### src/hdl/adcs_pkg.sv
// Package with register map, field layout, timing counts and shared types of the A/D sequencer
package adcs_pkg;

	// Clocking
	localparam int unsigned PCLK_HZ     = 200_000_000;
	localparam int unsigned E_CLK_HZ    = 2_000_000;
	localparam int unsigned E_DIV       = PCLK_HZ / E_CLK_HZ;
	localparam int unsigned E_DIV_W     = $clog2(E_DIV);

	// Per-channel resample period in continuous group scan, microseconds
	localparam int unsigned CH_PERIOD_US = 64;
	localparam int unsigned SEQ_E        = CH_PERIOD_US * (E_CLK_HZ / 1_000_000);
	localparam int unsigned CONV_E       = SEQ_E / 4;

	// Phases of one conversion, in E cycles
	localparam logic [4:0] SAMPLE_E  = 5'h0C;
	localparam logic [4:0] CMP_E     = 5'h10;
	localparam logic [4:0] CMP_END_E = SAMPLE_E + CMP_E;
	localparam logic [4:0] LAST_E    = 5'(CONV_E - 1);

	// Register indices as printed; byte address is four times the index
	localparam logic [15:0] IDX_CTL  = 16'h1030;
	localparam logic [15:0] IDX_RES1 = 16'h1031;
	localparam logic [15:0] IDX_RES2 = 16'h1032;
	localparam logic [15:0] IDX_RES3 = 16'h1033;
	localparam logic [15:0] IDX_RES4 = 16'h1034;
	localparam logic [15:0] IDX_OPT  = 16'h1039;
	localparam logic [15:0] ADDR_CTL  = {IDX_CTL[13:0], 2'h0};
	localparam logic [15:0] ADDR_RES1 = {IDX_RES1[13:0], 2'h0};
	localparam logic [15:0] ADDR_RES4 = {IDX_RES4[13:0], 2'h0};
	localparam logic [15:0] ADDR_OPT  = {IDX_OPT[13:0], 2'h0};

	// Control/status fields
	localparam int unsigned CTL_DONE  = 7;
	localparam int unsigned CTL_UNIMP = 6;
	localparam int unsigned CTL_SCAN  = 5;
	localparam int unsigned CTL_MULTI_CHANNEL_SELECT  = 4;
	localparam int unsigned OPT_PWR   = 7;
	localparam logic [5:0]  CTL_RESET = 6'h00;

	// Channel codes
	localparam logic [3:0] CH_EXT_LAST = 4'h7;
	localparam logic [3:0] CH_REF_HIGH = 4'hC;
	localparam logic [3:0] CH_REF_LOW  = 4'hD;
	localparam logic [3:0] CH_REF_HALF = 4'hE;
	localparam logic [3:0] CH_TEST     = 4'hF;

	localparam logic [7:0] SAR_FIRST = 8'h80;

	typedef struct packed {
		logic       scan;
		logic       multi_channel_select;
		logic [3:0] chan;
	} adcs_ctl_t;

	typedef enum logic [1:0] {
		ST_IDLE,
		ST_ARM,
		ST_RUN,
		ST_SUSPEND
	} adcs_state_t;

endpackage

### src/hdl/adcs_etick.sv
// E-clock tick generator dividing the bus clock
`timescale 1ns/10ps
module adcs_etick
	import adcs_pkg::*;
(
	input  wire logic pclk,
	input  wire logic presetn,
	output logic      e_tick
);

	logic [E_DIV_W-1:0] div_reg;
	logic [E_DIV_W-1:0] div_next;

	assign e_tick   = (div_reg == E_DIV_W'(E_DIV - 1));
	assign div_next = e_tick ? '0 : div_reg + E_DIV_W'(1);

	always_ff @(posedge pclk or negedge presetn) begin
		if (!presetn) begin
			div_reg <= '0;
		end else begin
			div_reg <= div_next;
		end
	end

endmodule

### src/hdl/adcs_sar.sv
// Successive-approximation register, MSB first
`timescale 1ns/10ps
module adcs_sar
	import adcs_pkg::*;
(
	input  wire logic       pclk,
	input  wire logic       presetn,
	input  wire logic       start,
	input  wire logic       step,
	input  wire logic       comp_above,
	output logic [7:0]      trial
);

	logic [7:0] trial_reg;
	logic [7:0] trial_next;
	logic [2:0] bit_reg;
	logic [2:0] bit_next;

	// Keep the tested bit when the input is above the trial level, then try the next one
	always_comb begin
		trial_next = trial_reg;
		bit_next   = bit_reg;
		if (start) begin
			trial_next = SAR_FIRST;
			bit_next   = 3'h7;
		end else if (step) begin
			trial_next[bit_reg] = comp_above;
			if (bit_reg != 3'h0) begin
				trial_next[bit_reg - 3'h1] = 1'b1;
				bit_next = bit_reg - 3'h1;
			end
		end
	end

	always_ff @(posedge pclk or negedge presetn) begin
		if (!presetn) begin
			trial_reg <= 8'h00;
			bit_reg   <= 3'h0;
		end else begin
			trial_reg <= trial_next;
			bit_reg   <= bit_next;
		end
	end

	assign trial = trial_reg;

endmodule

### src/hdl/adcs_top.sv
// A/D conversion sequencer with APB register slave
// What this block does
// Single channel one-shot: four results in order
// One-shot halts after fourth conversion
// Single channel scan keeps cycling result registers
// Group one-shot: each channel once, then halt
// Group scan repeats round-robin, overwriting results
// Low-power entry suspends; resume resamples channel
// Software waits 10 ms after undelayed stop exit
// Done flag read-only, bit 6 reads zero
// Write during sequence aborts and restarts it
// Done flag set on full set, write clears
// Scan sets done after first full sequence
// Single mode converts channel from bits 3:0
// Group mode: high bits pick group
// Channel codes: inputs, references, reserved codes
// Result registers read-only, writes ignored
// Results valid set only while done flag
// Group scan resamples each channel every 64 us
// Sequence starts within one E cycle after write
// Eight MSB-first comparisons, result copied out
// Converter runs only while power bit set
// No conversion before first control write
// Reserved codes run normal sequence timing
`timescale 1ns/10ps
module adcs_top
	import adcs_pkg::*;
(
	input  wire logic        pclk,
	input  wire logic        presetn,
	input  wire logic        psel,
	input  wire logic        penable,
	input  wire logic        pwrite,
	input  wire logic [15:0] paddr,
	input  wire logic [31:0] pwdata,
	output logic [31:0]      prdata,
	output logic             pready,
	output logic             pslverr,
	input  wire logic        low_power_req,
	input  wire logic        comp_above,
	output logic [3:0]       analog_chan,
	output logic             chan_reserved,
	output logic             sample_en,
	output logic [7:0]       dac_code,
	output logic             adc_enabled
);

	adcs_state_t state_reg;
	adcs_state_t state_next;
	adcs_ctl_t   ctl_reg;
	logic        done_reg;
	logic        pwr_reg;
	logic [7:0]  res_reg [4];
	logic [1:0]  idx_reg;
	logic [4:0]  ecnt_reg;
	logic [3:0]  chan_reg;
	logic        smp_reg;
	logic        lp_meta_reg;
	logic        lp_sync_reg;
	logic        cmp_meta_reg;
	logic        cmp_sync_reg;
	logic        e_tick;
	logic [7:0]  trial;

	// Bus decode
	wire acc      = psel && penable;
	wire hit_ctl  = (paddr == ADDR_CTL);
	wire hit_opt  = (paddr == ADDR_OPT);
	wire hit_res  = (paddr >= ADDR_RES1) && (paddr <= ADDR_RES4) && (paddr[1:0] == 2'h0);
	wire ctl_wr   = acc && pwrite && hit_ctl;
	wire opt_wr   = acc && pwrite && hit_opt;
	wire [1:0] res_sel = paddr[3:2] - ADDR_RES1[3:2];

	assign pready  = 1'b1;
	assign pslverr = acc && !(hit_ctl || hit_opt || hit_res);

	// Done flag read-only and bit 6 zero; result registers read-only
	wire [7:0] ctl_rd = {done_reg, 1'b0, ctl_reg.scan, ctl_reg.multi_channel_select, ctl_reg.chan};
	assign prdata = hit_ctl ? {24'h0, ctl_rd} :
	                hit_opt ? {24'h0, pwr_reg, 7'h00} :
	                hit_res ? {24'h0, res_reg[res_sel]} : 32'h0;

	// Two-stage synchronisers for pin inputs
	always_ff @(posedge pclk or negedge presetn) begin
		if (!presetn) begin
			lp_meta_reg  <= 1'b0;
			lp_sync_reg  <= 1'b0;
			cmp_meta_reg <= 1'b0;
			cmp_sync_reg <= 1'b0;
		end else begin
			lp_meta_reg  <= low_power_req;
			lp_sync_reg  <= lp_meta_reg;
			cmp_meta_reg <= comp_above;
			cmp_sync_reg <= cmp_meta_reg;
		end
	end

	adcs_etick u_etick (
		.pclk    (pclk),
		.presetn (presetn),
		.e_tick  (e_tick)
	);

	// Conversion phase decode
	wire running    = (state_reg == ST_RUN);
	wire in_sample  = running && (ecnt_reg < SAMPLE_E);
	wire sar_start  = running && e_tick && (ecnt_reg == SAMPLE_E - 5'h1);
	wire sar_step   = running && e_tick && (ecnt_reg >= SAMPLE_E)
	                  && (ecnt_reg < CMP_END_E) && ecnt_reg[0];
	wire store      = running && e_tick && (ecnt_reg == LAST_E) && !lp_sync_reg;
	wire last_store = store && (idx_reg == 2'h3);

	adcs_sar u_sar (
		.pclk       (pclk),
		.presetn    (presetn),
		.start      (sar_start),
		.step       (sar_step),
		.comp_above (cmp_sync_reg),
		.trial      (trial)
	);

	// Channel in single mode is the code; in group mode high bits plus position
	wire [3:0] chan_next = ctl_reg.multi_channel_select ? {ctl_reg.chan[3:2], idx_reg} : ctl_reg.chan;
	wire       chan_rsv  = (chan_reg > CH_EXT_LAST) && (chan_reg < CH_REF_HIGH)
	                       || (chan_reg == CH_TEST);

	// Sequencer
	always_comb begin
		state_next = state_reg;
		case (state_reg)
			ST_IDLE: begin
				state_next = state_reg;
			end
			ST_ARM: begin
				if (e_tick && pwr_reg) begin
					state_next = ST_RUN;
				end
			end
			ST_RUN: begin
				if (!pwr_reg) begin
					state_next = ST_ARM;
				end else if (lp_sync_reg) begin
					state_next = ST_SUSPEND;
				end else if (last_store && !ctl_reg.scan) begin
					state_next = ST_IDLE;
				end
			end
			ST_SUSPEND: begin
				if (!pwr_reg) begin
					state_next = ST_ARM;
				end else if (!lp_sync_reg) begin
					state_next = ST_RUN;
				end
			end
			default: begin
				state_next = ST_IDLE;
			end
		endcase
		if (ctl_wr) begin
			state_next = ST_ARM;
		end
	end

	always_ff @(posedge pclk or negedge presetn) begin
		if (!presetn) begin
			state_reg <= ST_IDLE;
		end else begin
			state_reg <= state_next;
		end
	end

	// E-cycle count within a conversion; suspension restarts sampling
	always_ff @(posedge pclk or negedge presetn) begin
		if (!presetn) begin
			ecnt_reg <= 5'h0;
		end else if (ctl_wr || state_reg != ST_RUN || lp_sync_reg) begin
			ecnt_reg <= 5'h0;
		end else if (e_tick) begin
			ecnt_reg <= (ecnt_reg == LAST_E) ? 5'h0 : ecnt_reg + 5'h1;
		end
	end

	// Result position wraps so later conversions overwrite in order
	always_ff @(posedge pclk or negedge presetn) begin
		if (!presetn) begin
			idx_reg <= 2'h0;
		end else if (ctl_wr || state_reg == ST_ARM) begin
			idx_reg <= 2'h0;
		end else if (store) begin
			idx_reg <= idx_reg + 2'h1;
		end
	end

	// Result storage
	always_ff @(posedge pclk or negedge presetn) begin
		if (!presetn) begin
			for (int i = 0; i < 4; i++) begin
				res_reg[i] <= 8'h00;
			end
		end else if (store && !ctl_wr) begin
			res_reg[idx_reg] <= trial;
		end
	end

	// Control, power and done flag; a write clears the flag and aborts the store
	always_ff @(posedge pclk or negedge presetn) begin
		if (!presetn) begin
			ctl_reg  <= adcs_ctl_t'(CTL_RESET);
			pwr_reg  <= 1'b0;
			done_reg <= 1'b0;
		end else begin
			if (ctl_wr) begin
				ctl_reg <= adcs_ctl_t'(pwdata[5:0]);
			end
			if (opt_wr) begin
				pwr_reg <= pwdata[OPT_PWR];
			end
			if (ctl_wr) begin
				done_reg <= 1'b0;
			end else if (last_store) begin
				done_reg <= 1'b1;
			end
		end
	end

	// Analog-side outputs registered
	always_ff @(posedge pclk or negedge presetn) begin
		if (!presetn) begin
			chan_reg <= 4'h0;
			smp_reg  <= 1'b0;
		end else begin
			chan_reg <= chan_next;
			smp_reg  <= in_sample && !lp_sync_reg;
		end
	end

	assign analog_chan   = chan_reg;
	assign chan_reserved = chan_rsv;
	assign sample_en     = smp_reg;
	assign dac_code      = trial;
	assign adc_enabled   = pwr_reg;
endmodule

### config.mk
export PLATFORM = sky130hd
export DESIGN_NAME = adcs_top
export DESIGN_NICKNAME = d
export VERILOG_FILES = /design/src/hdl/adcs_pkg.sv /design/src/hdl/adcs_etick.sv /design/src/hdl/adcs_sar.sv /design/src/hdl/adcs_top.sv
export SDC_FILE = /design/constraint.sdc
export NUM_CORES = 1
export LEC_CHECK = 0
export ABC_AREA = 1
export BUFFER_PORTS_ARGS = -buffer_cell sky130_fd_sc_hd__clkbuf_2
export CELL_PAD_IN_SITES_DETAIL_PLACEMENT = 1
export CELL_PAD_IN_SITES_GLOBAL_PLACEMENT = 2
export CORE_MARGIN = 2
export CORE_UTILIZATION = 25
export CTS_CLUSTER_SIZE = 12
export DETAILED_ROUTE_END_ITERATION = 10
export GPL_TIMING_DRIVEN = 0
export HOLD_SLACK_MARGIN = 0.1
export PLACE_DENSITY = 0.8
export SYNTH_ARGS = -nofsm -noshare
export SYNTH_HDL_FRONTEND = slang
export SYNTH_SLANG_ARGS = --single-unit
### constraint.sdc
create_clock -name pclk -period 3.7 [get_ports pclk]
set_input_delay 0.37 -clock pclk [delete_from_list [all_inputs] [get_ports pclk]]
set_output_delay 0.37 -clock pclk [all_outputs]
set_load 0.1 [all_outputs]
==> metrics.txt <==
Largest register FFs=32; RR Endpoint=res_reg[23]; Initial Utilization=0.254; WHS Endpoint=cmp_meta_reg; CP max stage cell=clkbuf_2; I/O pins=about 100; period utilisation layout=0.879; Core Area=16500 um2; hold crit path type=input pin to flop; largest buffer count on any clock path=2; Seq cells post-synth=76; Die Span X=approximately 130 um; die height=134 um; Critical Path Most Common Cell=clkbuf_2; DRC=0; critical path class=input pin to primary output; DR vias/cell=4.41; fillcell total=approximately 2000; Routed Antenna Nets=0; Reg clk slew, reported paths=0.06 ns; diode count=0; Synth Cell Area=4200 um2; P_int=1630 uW; hold depth=1; largest net degree at the start of global routing=55; sequential area share after synthesis=0.453; gr usage total=0.135; f_max=~310 MHz; sw power=515 uW; CTS Buf Count=9; wire length on met3=approximately 380 um; Hold Slack=roughly 0.14 ns; min Tclk post-route=3.25 ns; die area=around 18000 um2; antenna violations before repair=0; CTS root buf=clkbuf_16; GRT Residual Overflow=0; H-tree levels=3; RSZ-0062 raised after global routing=false; Place WS=around 0.17 ns; Setup Fix Bufs, Post-CTS=0; Clock Power Share=0.507; Max Cap Viol=0; worst r2r src=ecnt_reg[0]; Critical Path Sink Type=primary output; starting DRC count in detailed routing=108; Gate power share=0.103; area growth from synthesis to layout=24.8%; Worst Path Arrival=roughly 2.9 ns; CP Max Fanout=11; worst-path cell chain=clkbuf_2, inv_1, clkbuf_2, ha_1, inv_1, o21ai_0, o22ai_1, nand2_1, o21ai_0, clkbuf_2; share of the synthesized area in the top cell type=0.453; Startpoint Class=input pin; met2 wire len=5.82 mm; Worst Skew=0.00560 ns; Worst EP required=between 3 and 4 ns; status=finished, final reports clean; clock tree sinks=76; Port Buf Inserts=53; number of global-route vias before repair=3995; drt first pass iters=4; slew margin rel.=0.629; syn_area_per_cell=between 7 and 8 um2; CTS tree=built; R2R Setup Slk=1.63 ns; Flop pwr share=0.390; Final #Nets=690; hold_sp=comp_above; worst vdd ir=between 0.00015 and 0.0002 V; final worst slack=0.447 ns; Routed Wire Length=11.6 mm; GP Congestion=0.807; routed len/inst=about 14 um; fin. max-slew vios=0; cell count after synthesis=533; first-pass GRT wire length=19.4 mm; Setup-failing EPs final=0; synth unique cells=35; reg2reg path depth=14; wire length on met1=around 5.2 mm; LEAKAGE=0.00263 uW; final hold violation count=0; Warnings, synthesis=0; row cnt=47; Tightest Pin Transition=0.559 ns; Yosys top cell by area=dfrtp_1; DPL Wire Length=roughly 9.0 mm; clk_lat worst skew=0.33 ns; Switching Share=0.240; DR vias=3737; dominant cells by area after synthesis=dfrtp_1 45%, nand2_1 11%, o21ai_0 5.6%; share of cells above drive strength 1=0.211; slowest stage delay, CP=0.50 ns; PD cells=~400 nW/um2; top sig layer=met4
-- cells by family (layout without fill, tap and decap cells) --
kind of cell | after synthesis | after routing | synth area share
adder cells (fa/ha/maj) | 13 | 13 | 0.0387
other | 2 | 25 | 0.00179
flip-flops | 76 | 76 | 0.453
AND/OR/NAND/NOR | 227 | 227 | 0.229
XOR/XNOR | 1 | 1 | 0.00209
buffers and inverters | 101 | 172 | 0.121
AO/OA/AOI/OAI | 113 | 113 | 0.154
-- worst max-delay path by stage --
stage | startpoint | endpoint | slack [ns]
final | paddr[2] | prdata[5] | 0.45
after CTS | paddr[2] | prdata[3] | 0.18
after global routing | paddr[2] | prdata[0] | 0.22
after detailed placement | paddr[2] | prdata[3] | 0.17
after global placement | paddr[2] | prdata[5] | 0.23
after floorplan | paddr[2] | prdata[0] | -0.12
-- Yosys cell counts --
master / n
a21boi_0: 2
a21oi_1: 8
a22oi_1: 1
a31oi_1: 2
buf_2: 4
buf_4: 25
buf_6: 4
clkbuf_1: 2
clkinv_1: 1
clkinv_2: 1
conb_1: 2
dfrtp_1: 76
ha_1: 13
inv_1: 59
inv_2: 5
nand2_1: 122
nand2_2: 4
nand2_4: 3
nand3_1: 24
nand3b_1: 2
nand4_1: 3
nor2_1: 57
nor2_2: 3
nor2_4: 1
nor3_1: 7
nor3_2: 1
o2111ai_1: 1
o211ai_1: 2
o21ai_0: 47
o21ai_1: 27
o21ai_2: 12
o21bai_1: 1
o22ai_1: 7
o31ai_1: 3
xnor2_1: 1
-- metal layers --
layer / up-vias / GRT usage
met3: 12 / 0.0270
met1: 1817 / 0.161
li1: 1847 / -
met4: 0 / 0.0496
met2: 61 / 0.241
met5: - / 0
-- power by group through the flow --
stage                     Sequential (uW)  Clock (uW)  Combinational, uW
final                                 835        1090                221
after global routing                  835        1160                236
after CTS                             835        1110                222
after detailed placement              850           0                221
after global placement                851           0                213
after floorplan                       850           0                166
-- per-stage QoR --
stage	cell area (um2)	TNS [ns]	total power, uW	util	cells
after global routing	5240	0	2230	0.317	847
after CTS	5230	0	2170	0.317	847
final	5240	0	2140	0.317	847
after floorplan	4280	-0.716	1020	-	556
after detailed placement	4850	0	1070	0.294	830
after global placement	4820	0	1060	0.292	829
-- layout make-up --
class	count	area, um2	area share
plain buffers	35	262	0.0499
multi-input cells	379	1880	0.359
inverters	66	249	0.0475
repair buffers	55	305	0.0583
clock buffers	12	246	0.0471
flip-flops and latches	76	1900	0.363
clock inverters	4	120	0.0229
well taps	220	275	0.0525
-- what timing repair did --
item | CTS | global route
resized for setup | 0 | 3
endpoints found under the hold margin | 22 | 0
hold buffers | 1 | 0
setup endpoints to repair | 0 | 4
-- cells in the final DEF (no fill, tap or decap), types with 2 or more instances in the layout --
cell type,n
bufinv_16,4
nor3_1,7
o22ai_1,7
o21ai_0,47
a31oi_1,2
buf_4,25
clkbuf_2,53
nand2_1,122
a21oi_1,8
inv_2,5
nand3b_1,2
nand4_1,3
nand2_2,4
clkbuf_1,3
inv_1,59
o21ai_1,27
nor2_1,57
o21ai_2,12
conb_1,25
clkbuf_16,9
o31ai_1,3
nor2_2,3
dfrtp_1,76
buf_2,4
nand3_1,24
nand2_4,3
ha_1,13
o211ai_1,2
buf_6,4
-- critical path: cells and delay by family --
kind	cells	cell delay [ns]
AO/OA/AOI/OAI	3	0.56
buffers and inverters	5	1.47
adder cells (fa/ha/maj)	1	0.39
AND/OR/NAND/NOR	1	0.09
Power figures use the tool's default switching activity.
